**config.mk**
```make
export PLATFORM = sky130hd
export DESIGN_NAME = rco_receive_out
export DESIGN_NICKNAME = d
export VERILOG_FILES = /design/src/pkg/rco_pkg.sv /design/src/hw/rco_receive_out.sv /design/src/hw/rco_fifo.sv
export SDC_FILE = /design/constraint.sdc
export NUM_CORES = 1
export LEC_CHECK = 0
export ABC_AREA = 1
export BUFFER_PORTS_ARGS = -buffer_cell sky130_fd_sc_hd__buf_4
export CELL_PAD_IN_SITES_DETAIL_PLACEMENT = 0
export CELL_PAD_IN_SITES_GLOBAL_PLACEMENT = 1
export CORE_MARGIN = 2
export CORE_UTILIZATION = 46
export DETAILED_ROUTE_END_ITERATION = 10
export GPL_TIMING_DRIVEN = 1
export PLACE_DENSITY_LB_ADDON = 0.1
export SLEW_MARGIN = 20
export SYNTH_ARGS = -nofsm -noshare
export SYNTH_HDL_FRONTEND = slang
export SYNTH_HIERARCHICAL = 1
export SYNTH_SLANG_ARGS = --single-unit
```
**constraint.sdc**
```tcl
create_clock -name i_ref_clk -period 3.85 [get_ports i_ref_clk]
set_input_delay 0.5775 -clock i_ref_clk [delete_from_list [all_inputs] [get_ports i_ref_clk]]
set_output_delay 0.5775 -clock i_ref_clk [all_outputs]
set_load 0.01 [all_outputs]
```
**src/pkg/rco_pkg.sv**
```systemverilog
/*
 * Shared constants and types for the eight-channel receive clock, rail data
 * and loss-of-signal output block.
 * Assumes a 50 MHz internal reference clock and E1 line rate for timing.
 */
package rco_pkg;

    localparam int CH_COUNT         = 8;
    localparam int CH_W             = 3;

    // Timebase
    localparam int REF_CLK_HZ       = 50_000_000;
    localparam int CLK_PERIOD_NS    = 20;
    localparam int LINE_RATE_HZ     = 2_048_000;
    localparam int BIT_CYCLES       = REF_CLK_HZ / LINE_RATE_HZ;

    // Master reference clock counts as absent after this long without an edge
    localparam int MCLK_LOSS_NS     = 2_000;
    localparam int MCLK_LOSS_CYCLES = MCLK_LOSS_NS / CLK_PERIOD_NS;

    // Loss-of-signal defaults, in bit periods
    localparam int LOS_ZERO_BITS    = 32;
    localparam int LOS_WIN_BITS     = 32;
    localparam int LOS_ONES_MIN     = 4;

    // Recovered-bit buffer: {channel, positive, negative}
    localparam int FIFO_DEPTH       = 16;
    localparam int WORD_W           = CH_W + 2;

    typedef enum logic [1:0] {
        RCO_POWER_DOWN,
        RCO_DATA_REC,
        RCO_CLOCK_REC
    } rco_mode_t;

endpackage : rco_pkg

```
**src/hw/rco_receive_out.sv**
```systemverilog
/*
 * Receive-side outputs of an eight-channel T1/E1 line interface: recovered
 * clock, rail data, loss-of-signal flags and the host wait enable.
 * Assumes sliced line pulses arrive synchronous to i_ref_clk and the master
 * reference clock is sampled as an ordinary level.
 */
// Operation
// [RULE1] Clock recovery mode: recovered_clock_out carries each channel's recovered line clock.
// [RULE2] Data launches on rising clock edge if clock_edge_select high, else falling.
// [RULE3] Data recovery mode: recovered_clock_out is XOR of both rail outputs.
// [RULE4] Powered-down receiver puts its recovered_clock_out in high impedance.
// [RULE5] Master reference clock is free running, 1.544 or 2.048 MHz, from outside.
// [RULE6] Master reference held high: raw sliced return-to-zero pulses, no retiming.
// [RULE7] Master reference held low: all receivers off, clock and rails high impedance.
// [RULE8] No host wait states on host_wait_ack without master reference clock.
// [RULE9] signal_loss_flag rises on no transitions or too low ones density.
// [RULE10] signal_loss_flag falls by itself once enough ones seen over interval.
// [RULE11] Data recovery rails active low with clock_edge_select low, else high.
// [RULE12] Loss interval and ones-density threshold are parameters.
module rco_receive_out
    import rco_pkg::*;
#(
    parameter int BIT_CYC     = rco_pkg::BIT_CYCLES,
    parameter int ZERO_BITS   = rco_pkg::LOS_ZERO_BITS,
    parameter int WIN_BITS    = rco_pkg::LOS_WIN_BITS,
    parameter int ONES_MIN    = rco_pkg::LOS_ONES_MIN,
    parameter int FIFO_WORDS  = rco_pkg::FIFO_DEPTH
) (
    input  wire logic                         i_ref_clk,
    input  wire logic                         i_rst_n,
    input  wire logic                         i_master_reference_clock,
    input  wire logic                         i_clock_edge_select,
    input  wire logic [rco_pkg::CH_COUNT-1:0] i_line_pos,
    input  wire logic [rco_pkg::CH_COUNT-1:0] i_line_neg,
    input  wire logic                         i_host_wait_req,
    output logic [rco_pkg::CH_COUNT-1:0]      o_recovered_clock_out,
    output logic [rco_pkg::CH_COUNT-1:0]      o_recovered_clock_oe,
    output logic [rco_pkg::CH_COUNT-1:0]      o_positive_rail_data,
    output logic [rco_pkg::CH_COUNT-1:0]      o_positive_rail_oe,
    output logic [rco_pkg::CH_COUNT-1:0]      o_negative_rail_data,
    output logic [rco_pkg::CH_COUNT-1:0]      o_negative_rail_oe,
    output logic [rco_pkg::CH_COUNT-1:0]      o_signal_loss_flag,
    output logic                              o_host_wait_ack
);
    import rco_pkg::*;

    localparam int PW = $clog2(BIT_CYC);
    localparam int MW = $clog2(MCLK_LOSS_CYCLES + 1);
    localparam int ZW = $clog2(ZERO_BITS + 1);
    localparam int WW = $clog2(WIN_BITS + 1);

    localparam logic [PW-1:0] PH_LAST   = PW'(BIT_CYC - 1);
    localparam logic [PW-1:0] PH_HALF   = PW'(BIT_CYC / 2);
    localparam logic [PW-1:0] PH_SAMPLE = PW'((BIT_CYC * 3) / 4);
    localparam logic [MW-1:0] MCLK_LIM  = MW'(MCLK_LOSS_CYCLES);
    localparam logic [ZW-1:0] ZERO_LIM  = ZW'(ZERO_BITS);
    localparam logic [WW-1:0] WIN_LIM   = WW'(WIN_BITS);
    localparam logic [WW-1:0] ONES_LIM  = WW'(ONES_MIN);

    if (BIT_CYC < 4 || ZERO_BITS < 1 || WIN_BITS < 1 || ONES_MIN < 1
        || ONES_MIN > WIN_BITS) begin : g_bad_param
        $error("rco_receive_out: unusable bit period or loss parameters");
    end

    function automatic logic [CH_W-1:0] rco_first(input logic [CH_COUNT-1:0] v);
        logic [CH_W-1:0] r;
        r = '0;
        for (int i = CH_COUNT - 1; i >= 0; i--) begin
            if (v[i]) begin
                r = CH_W'(i);
            end
        end
        return r;
    endfunction : rco_first

    // Master reference supervision
    logic            mclk_prev;
    logic [MW-1:0]   mclk_quiet;
    rco_mode_t       mode;

    wire             mclk_edge    = i_master_reference_clock ^ mclk_prev;
    wire             mclk_running = (mclk_quiet < MCLK_LIM);
    rco_mode_t       next_mode;

    // Ref clock presence, else its held level, chooses the receive mode
    assign next_mode = mclk_running             ? RCO_CLOCK_REC :
                       i_master_reference_clock ? RCO_DATA_REC  :
                                                  RCO_POWER_DOWN;  // [RULE6] [RULE7]

    always_ff @(posedge i_ref_clk) begin
        if (!i_rst_n) begin
            mclk_prev       <= 1'b0;
            mclk_quiet      <= MCLK_LIM;
            mode            <= RCO_POWER_DOWN;
            o_host_wait_ack <= 1'b0;
        end else begin
            mclk_prev       <= i_master_reference_clock;
            mclk_quiet      <= mclk_edge ? '0 :
                               (mclk_running ? mclk_quiet + MW'(1) : mclk_quiet);
            mode            <= next_mode;
            o_host_wait_ack <= i_host_wait_req & mclk_running;  // [RULE8]
        end
    end

    // Recovered-bit buffer between sampling and the output launch
    logic [CH_COUNT-1:0] pend;
    logic [CH_COUNT-1:0] pend_p;
    logic [CH_COUNT-1:0] pend_n;
    logic [CH_COUNT-1:0] launch;
    logic                fifo_in_ready;
    logic                fifo_out_valid;
    logic [WORD_W-1:0]   fifo_out_data;

    wire [CH_W-1:0]   grant    = rco_first(pend);
    wire [WORD_W-1:0] fifo_in  = {grant, pend_p[grant], pend_n[grant]};
    wire [CH_W-1:0]   head_ch  = fifo_out_data[WORD_W-1:2];
    wire              head_p   = fifo_out_data[1];
    wire              head_n   = fifo_out_data[0];
    wire              fifo_pop = fifo_out_valid & launch[head_ch];
    wire              recover  = (mode == RCO_CLOCK_REC);

    // Head waits for its own channel's launch edge, so a slow lane stalls all
    rco_fifo #(
        .WIDTH (WORD_W),
        .DEPTH (FIFO_WORDS)
    ) u_fifo (
        .i_ref_clk   (i_ref_clk),
        .i_rst_n     (i_rst_n),
        .i_flush     (!recover),
        .i_in_valid  (|pend),
        .i_in_data   (fifo_in),
        .o_in_ready  (fifo_in_ready),
        .o_out_valid (fifo_out_valid),
        .o_out_data  (fifo_out_data),
        .i_out_ready (recover && launch[head_ch])
    );

    for (genvar g = 0; g < CH_COUNT; g++) begin : g_ch
        logic [PW-1:0] phase;
        logic          line_prev;
        logic          seen_p;
        logic          seen_n;
        logic          pnd;
        logic          pnd_p;
        logic          pnd_n;
        logic          rclk;
        logic          rdp;
        logic          rdn;
        logic          oe;
        logic [ZW-1:0] zero_run;
        logic [WW-1:0] win_cnt;
        logic [WW-1:0] ones_cnt;
        logic          los;

        wire line_any  = i_line_pos[g] | i_line_neg[g];
        wire realign   = line_any & ~line_prev;
        wire sample    = (phase == PH_SAMPLE);
        wire bit_one   = seen_p | seen_n;
        wire powered   = (mode != RCO_POWER_DOWN);
        wire taken     = pnd & fifo_in_ready & (grant == CH_W'(g));
        wire rclk_d    = (phase < PH_HALF);
        // Launch on the chosen edge of the recovered clock
        wire edge_hit  = (rclk_d != rclk) & (rclk_d == i_clock_edge_select);  // [RULE2]
        wire load_head = fifo_pop & (head_ch == CH_W'(g));
        wire win_end   = sample & (win_cnt == WIN_LIM - WW'(1));
        wire dens_ok   = ((ones_cnt + WW'(bit_one)) >= ONES_LIM);
        wire zero_hit  = sample & ~bit_one & (zero_run == ZERO_LIM - ZW'(1));

        // Raw slice, inverted while clock_edge_select is low
        wire raw_p     = i_line_pos[g] ^ ~i_clock_edge_select;  // [RULE6] [RULE11]
        wire raw_n     = i_line_neg[g] ^ ~i_clock_edge_select;  // [RULE11]

        wire next_rdp  = (mode == RCO_DATA_REC) ? raw_p : (load_head ? head_p : rdp);
        wire next_rdn  = (mode == RCO_DATA_REC) ? raw_n : (load_head ? head_n : rdn);
        wire next_rclk = (mode == RCO_DATA_REC) ? (next_rdp ^ next_rdn)  // [RULE3]
                                                : (recover & rclk_d);    // [RULE1]

        assign launch[g] = recover & edge_hit;
        assign pend[g]   = pnd;
        assign pend_p[g] = pnd_p;
        assign pend_n[g] = pnd_n;

        assign o_recovered_clock_out[g] = rclk;
        assign o_recovered_clock_oe[g]  = oe;   // [RULE4]
        assign o_positive_rail_data[g]  = rdp;
        assign o_positive_rail_oe[g]    = oe;
        assign o_negative_rail_data[g]  = rdn;
        assign o_negative_rail_oe[g]    = oe;
        assign o_signal_loss_flag[g]    = los;

        // Digital recovery: phase counter pulled to bit start on each pulse
        always_ff @(posedge i_ref_clk) begin
            if (!i_rst_n || !powered) begin
                phase     <= '0;
                line_prev <= 1'b0;
                seen_p    <= 1'b0;
                seen_n    <= 1'b0;
            end else begin
                line_prev <= line_any;
                phase     <= realign ? PW'(1) : (phase == PH_LAST ? '0 : phase + PW'(1));
                seen_p    <= (seen_p & ~sample) | i_line_pos[g];
                seen_n    <= (seen_n & ~sample) | i_line_neg[g];
            end
        end

        // New sample wins over a same-cycle hand-off to the buffer
        always_ff @(posedge i_ref_clk) begin
            if (!i_rst_n || !recover) begin
                pnd   <= 1'b0;
                pnd_p <= 1'b0;
                pnd_n <= 1'b0;
            end else begin
                pnd   <= sample | (pnd & ~taken);
                pnd_p <= sample ? seen_p : pnd_p;
                pnd_n <= sample ? seen_n : pnd_n;
            end
        end

        always_ff @(posedge i_ref_clk) begin
            if (!i_rst_n) begin
                rclk <= 1'b0;
                rdp  <= 1'b0;
                rdn  <= 1'b0;
                oe   <= 1'b0;
            end else begin
                rclk <= next_rclk;
                rdp  <= next_rdp;
                rdn  <= next_rdn;
                oe   <= (next_mode != RCO_POWER_DOWN);  // [RULE4] [RULE7]
            end
        end

        // Loss of signal: zero run or poor density over the window
        always_ff @(posedge i_ref_clk) begin
            if (!i_rst_n) begin
                zero_run <= '0;
                win_cnt  <= '0;
                ones_cnt <= '0;
                los      <= 1'b0;
            end else if (sample) begin
                zero_run <= bit_one ? '0 : (zero_hit ? zero_run : zero_run + ZW'(1));
                win_cnt  <= win_end ? '0 : win_cnt + WW'(1);
                ones_cnt <= win_end ? '0 : ones_cnt + WW'(bit_one);
                if (zero_hit || (win_end && !dens_ok)) begin
                    los <= 1'b1;  // [RULE9] [RULE12]
                end else if (win_end && dens_ok && zero_run < ZERO_LIM) begin
                    los <= 1'b0;  // [RULE10] [RULE12]
                end
            end
        end
    end

endmodule : rco_receive_out

```
**src/hw/rco_fifo.sv**
```systemverilog
/*
 * Synchronous FIFO with valid/ready on both sides and a synchronous flush.
 * Assumes a single clock; read data is valid whenever o_out_valid is high.
 */
module rco_fifo #(
    parameter int WIDTH = 5,
    parameter int DEPTH = 16
) (
    input  wire logic             i_ref_clk,
    input  wire logic             i_rst_n,
    input  wire logic             i_flush,
    input  wire logic             i_in_valid,
    input  wire logic [WIDTH-1:0] i_in_data,
    output logic                  o_in_ready,
    output logic                  o_out_valid,
    output logic [WIDTH-1:0]      o_out_data,
    input  wire logic             i_out_ready
);

    localparam int AW = (DEPTH > 1) ? $clog2(DEPTH) : 1;

    if (DEPTH < 2 || (1 << AW) != DEPTH) begin : g_bad_depth
        $error("rco_fifo: DEPTH must be a power of two, at least 2");
    end

    logic [WIDTH-1:0] mem [DEPTH];
    logic [AW-1:0]    wr_ptr;
    logic [AW-1:0]    rd_ptr;
    logic [AW:0]      count;

    wire push = i_in_valid & o_in_ready;
    wire pop  = o_out_valid & i_out_ready;

    assign o_in_ready  = (count != (AW+1)'(DEPTH));
    assign o_out_valid = (count != '0);
    assign o_out_data  = mem[rd_ptr];

    always_ff @(posedge i_ref_clk) begin
        if (push) begin
            mem[wr_ptr] <= i_in_data;
        end
    end

    always_ff @(posedge i_ref_clk) begin
        if (!i_rst_n || i_flush) begin
            wr_ptr <= '0;
            rd_ptr <= '0;
            count  <= '0;
        end else begin
            wr_ptr <= wr_ptr + AW'(push);
            rd_ptr <= rd_ptr + AW'(pop);
            count  <= count + (AW+1)'(push) - (AW+1)'(pop);
        end
    end

endmodule : rco_fifo

```
## Yosys cells after proc, flatten, opt, wreduce, memory -nomap -nowiden

Memories as Yosys holds them, arrays and structs flattened. A register that Yosys moved wholly into a read port is not among the register bits.
Cells that the tools add are included.

| word-level totals | value |
|---|---|
| input bits | 21 |
| bits in writable memories | 80 |
| register bits | 289 |
| memories | 1 |
| word-level logic and storage cells | 685 |
| output and inout port bits | 57 |

| operators by class | value |
|---|---|
| add/sub/neg operators | 37 |
| equal/unequal tests | 73 |
| muxes and demuxes | 125 |
| magnitude comparators | 27 |
| bitwise operators | 207 |
| reduce and logical (&&, ||, !) cells | 86 |

Memories:

| name | depth | bits a word | rd ports | clocked after Yosys merged registers in | write ports | line | text |
|---|---|---|---|---|---|---|---|
| u_fifo.mem | 16 | 5 | 1 | 1 | 1 | rco_fifo.sv:26 | `logic [WIDTH-1:0] mem [DEPTH];` |

Operators by type and width:

| kind | number |
|---|---|
| 6-bit 2-to-1 mux | 32 |
| 1-bit bitwise AND | 108 |
| 6-bit by 1-bit adder with 6-bit output (second input constant) | 16 |
| 6-bit by 5-bit equality test with 1-bit output (second input constant) | 16 |
| 5-bit equality test (second input constant) | 16 |
| 1-bit 2-to-1 mux | 78 |
| 6-bit by 1-bit adder with 6-bit output | 8 |
| 6-bit by 3-bit greater-or-equal comparator with 1-bit output (second input constant) | 8 |
| 6-bit less-than comparator (second input constant) | 8 |
| 5-bit by 1-bit adder with 5-bit output (second input constant) | 8 |
| 5-bit by 4-bit less-than comparator with 1-bit output (second input constant) | 8 |
| 1-bit OR | 40 |
| 1-bit inverter | 34 |
| 2-bit AND reduction | 16 |
| 1-bit logical AND | 25 |
| 1-bit XOR | 25 |
| 3-bit equality test (second input constant) | 8 |
| 3-bit 2-to-1 mux | 8 |
| 3-bit OR reduction | 8 |
| 2-bit nonzero test | 11 |
| 2-bit inequality test (second input constant) | 8 |
| 7-bit 2-to-1 mux | 2 |
| 3-bit by 2-bit equality test with 1-bit output (second input constant) | 4 |
| 1-bit logical NOT | 11 |
| other kinds (20) | 49 |

## Logic depth before layout (Yosys ltp)

| logic depth | value |
|---|---|
| depth after elaboration | 13 |
| depth in mapped cells | 27 |

## Hierarchy

The synthesis kept the hierarchy.

By module, submodules not included:

| module | times used | area each (um^2) | cells an instance | seq. area each (um^2) |
|---|---|---|---|---|
| rco_receive_out | 1 | 13,610.6 | 1,872 | 5,525.3 |
| rco_fifo | 1 | 4,221.5 | 433 | 2,662.6 |

## Worst setup path after synthesis

OpenSTA, ideal clock, no wires.

| timing path | value |
|---|---|
| kind | reg-to-reg |
| from | register u_fifo/rd_ptr[0] (netlist name) |
| to | register u_fifo.count[4] |
| stages on the path, launching flop included | 27 |
| setup time | 0.113 ns |
| slack | 0.857 ns |
| clock period less this slack | 2.993 ns |
| arrival | 2.880 ns |
| data required time | 3.737 ns |
| buffers on the path | 3 |
| path through | dfxtp_1 -> buf_6 -> buf_4 -> nand2_1 -> nand2_1 -> nand2_1 -> nand3_1 -> nand3_1 -> nand2_1 -> buf_2 -> inv_1 -> nand3_1 -> nand3_1 -> nand3_1 -> a21oi_1 -> nand2_1 -> inv_1 -> ha_1 -> inv_1 -> ha_1 -> fa_1 -> nand2_1 -> a21oi_1 -> nor2_1 -> nand2_1 -> nand2_1 -> nor2_1 |

RTL lines:

| element | line | text |
|---|---|---|
| end signal: assignment | rco_fifo.sv:52 | `count <= count + (AW+1)'(push) - (AW+1)'(pop);` |
| end: declaration | rco_fifo.sv:29 | `logic [AW:0] count;` |

==> impl_metrics.py <==
metrics = {
    "pwr": {
        "pwr-share-seq": 0.488,
        "switchingPower_mw": 1.889,
        "p_leak_nw": 8.476,
        "p_comb_frac": 0.048,
        "ir_drop_uv": 393.9,
        "pwr-share-clk": 0.464,
        "swShare": 0.2287,
        "p_int_mw": 6.370,
        "pwr_density_cell_mw_per_mm2": 414.5,
    },
    "clock_network": {
        "clockBufferDepth": 3,
        "cts_root_buf": "clkbuf_16",
        "cts_htree_levels": 2,
        "cts_num_sinks": 369,
        "clkLatencyLatePin_ns": 0.56,
        "hold_buffers": 0,
        "tritoncts": "built",
        "clk_pin_slew_ns": 0.06,
        "cts_buffers": 42,
    },
    "drt": {
        "dr.pass1.iters": 5,
        "routed_wl_um": 41670,
        "vias_per_cell": 4.970,
        "dr.first_iter.drc_count": 749,
        "vias": 14370,
        "drc": 0,
        "ant_nets": 0,
        "routedWlPerCell_um": 14.41,
    },
    "hold_path": {
        "min_path_type": "input port to flip-flop",
        "min_from": "i_host_wait_req",
        "holdPathEnd": "o_host_wait_ack",
        "holdPathStages": 3,
    },
    "critical_path": {
        "slowest_delay_ns": 0.48,
        "r2r_start": "u_fifo/rd_ptr[0]",
        "cp.arrival_ns": 3.97,
        "crit_fanout": 21,
        "critPathBufInv": 4,
        "r2r-end": "u_fifo/count[4]",
        "cp-start-kind": "flip-flop",
        "worst_path_most_repeated_cell": "nand2_1",
        "criticalPathCategory": "flip-flop to flip-flop",
        "worstPathRequired_ns": 4.31,
        "r2r_setup_slack_ns": 0.34,
        "crit_family": "simple AND/OR/NAND/NOR gates",
        "cp-end-kind": "flip-flop",
        "critPathSlowestCell": "dfxtp_1",
        "path_cells": "buf_6 -> nand2_1 -> nand2_1 -> nand2_1 -> nand3_1 -> nand3_1 -> nand2_1 -> inv_1 -> nand3_1 -> nand3_1 -> a21oi_1 -> nand2_1 -> inv_1 -> ha_1 -> inv_1 -> ha_1 -> fa_1 -> nand2_1 -> a21oi_1 -> nor2_1 -> nand2_1 -> nand2_1 -> nor2_1",
        "reg2reg_depth": 23,
    },
    "yosys": {
        "syn_area_per_cell_um2": 7.736,
        "ys_seq_elements": 369,
        "synth_commonest_cells": "nand2_1, inv_1, dfxtp_1",
        "synth_top_area_frac": 0.3244,
        "synth_edf_count": 80,
        "synthArstFlopShare": 0,
        "synth_area_mm2": 0.01783,
        "ys.flop_type": "dfxtp_1",
        "seq_area_frac_synth": 0.4592,
        "ys_top_cells_by_area": "dfxtp_1, edfxtp_1, nand2_1",
        "synth_fp_nets": 2386,
        "yosysTopAreaCell": "dfxtp_1",
        "yosysWarnings": 6,
        "synth_cell_types": 50,
        "synth_most_common_cell": "nand2_1",
        "synth_cells": 2305,
    },
    "placed_design": {
        "io_buffers": 77,
        "routabilityCongestion": 0.8638,
        "place_ws_ns": 0.3579,
        "hpwl_um": 29370,
    },
    "global_routing": {
        "grt_pass1_wl_um": 68400,
        "grt_overflow_total": 0,
        "grt_pass1_vias": 13660,
        "antenna_found_initial": 0,
        "track_usage": 0.2071,
        "grt_max_degree": 98,
    },
    "timing": {
        "timing.fmax_mhz": 284.9,
        "setup_viol": 0,
        "setup_slack_ns": 0.3405,
        "finalHoldViolCount": 0,
        "tightest_slew_ns": 0.7934,
        "relSlewSlack": 0.4627,
        "finClkSkew_ns": 0.02497,
        "period_minus_slack_ns": 3.509,
        "finalCritPeriodShare": 0.9116,
        "slew_viol_final": 0,
    },
    "cells_and_area": {
        "final_util": 0.5179,
        "layout-drive-gt1-share": 0.08846,
        "nets": 2424,
        "syn2layout_area_growth_pct": 11.72,
        "n_antenna_cell": 0,
        "fillers": 3777,
    },
    "floorplanning": {
        "start_util": 0.4636,
        "pin_count": 78,
        "num_rows": 72,
        "die_area_mm2": 0.04036,
        "die_x_um": 200.9,
        "coreArea_mm2": 0.03847,
        "die_h_um": 200.9,
    },
    "flow_run": {
        "maxCapViolCount": 0,
    },
    "status": {
        "status": "complete, no violations",
    },
}
## metrics by stage
stage | hold slack, ns | power, mW | instances | cell area (um2) | TNS (ns)
after global routing | 0.2599 | 8.599 | 2892 | 19920 | -0.04300
final | 0.2537 | 8.259 | 2892 | 19920 | 0
after CTS | 0.2277 | 8.381 | 2889 | 19890 | 0
after detailed placement | 0.4628 | 4.518 | 2814 | 18570 | 0
after global placement | 0.4513 | 4.516 | 2814 | 18570 | 0
after floorplan | 0.4431 | 4.388 | 2305 | 17830 | 0
## registers in the layout (all words and copies together) (netlist names), 40 cells and up
register and flops:
g_ch.win_cnt 48, g_ch.phase 40, u_fifo/mem 80, g_ch.ones_cnt 48
g_ch.zero_run 48
## cell families (layout without fill, tap and decap cells)
logic type,count (synthesis),count (layout),synth area share
AO/OA/AOI/OAI,311,311,0.09451
XOR/XNOR,73,73,0.03585
adder cells (fa/ha/maj),60,60,0.04252
flip-flops,369,369,0.4592
AND/OR/NAND/NOR,1076,1076,0.2642
buffers and inverters,416,485,0.1037
## power groups by stage
stage	combinational, mW	clock (mW)	sequential, mW
2_1_floorplan	0.286	0	4.10
3_3_place_gp	0.403	0	4.11
3_5_place_dp	0.404	0	4.11
4_1_cts	0.405	3.95	4.03
5_1_grt	0.447	4.12	4.04
6_report	0.400	3.83	4.03
## cell type report
type	count	area [um2]	share of cell area
Sequential cell	369	8188	0.4110
Multi-Input combinational cell	1520	7800	0.3915
Clock buffer	63	1251	0.06280
Inverter	305	1159	0.05815
Timing Repair Buffer	105	804.5	0.04038
Tap cell	518	648.1	0.03253
Clock inverter	12	72.57	0.003643
## layout by cell type (no fill, tap or decap), types with 3 or more instances in the layout
cell,count
nand2_1,478
inv_1,291
dfxtp_1,289
nor2_1,281
nand3_1,181
a21oi_1,168
buf_4,103
o21ai_0,93
edfxtp_1,80
ha_1,59
xor2_1,55
nor3_1,46
clkbuf_16,43
nand4_1,26
o21bai_1,18
xnor2_1,18
a211oi_1,11
nor3b_1,11
and3_1,10
clkbuf_1,10
clkbuf_8,10
inv_2,9
clkinv_2,9
nand3b_1,8
nor4_1,6
nor2_2,6
nor3_2,6
nor4_4,6
a221oi_1,3
nand2_2,3
o21ai_1,3
o31ai_1,3
## routing by layer
metal | GRT usage | vias up | wire (um)
met5 | 0 | - | 0
met4 | 0.05503 | 0 | 841
met3 | 0.03247 | 55 | 1453
met2 | 0.3489 | 219 | 19300
met1 | 0.2770 | 6627 | 20070
li1 | - | 7472 | -
## repair_timing
action / CTS / global route
buffers inserted: 0 / 3
hold endpoints to repair: 0 / 0
gates resized for setup: 0 / 2
setup endpoints to repair: 0 / 1
## worst min-delay path: cells and delay by family
kind	cells	cell delay, ns
AND/OR/NAND/NOR	2	0.11
buffers and inverters	1	0.08
## how the worst max path moves through the flow
| stage | start | to | slack, ns | cells after the start |
|---|---|---|---|---|
| 2_1_floorplan | u_fifo/rd_ptr[0] | u_fifo/count[4] | 0.86 | 26 |
| 3_3_place_gp | u_fifo/rd_ptr[0] | u_fifo/count[4] | 0.45 | 23 |
| 3_5_place_dp | u_fifo/rd_ptr[0] | u_fifo/count[4] | 0.36 | 23 |
| 4_1_cts | u_fifo/rd_ptr[0] | u_fifo/count[4] | 0.33 | 23 |
| 5_1_grt | u_fifo/rd_ptr[0] | u_fifo/count[4] | -0.04 | 23 |
| 6_report | u_fifo/rd_ptr[0] | u_fifo/count[4] | 0.34 | 23 |
Power figures use the tool's default switching activity.
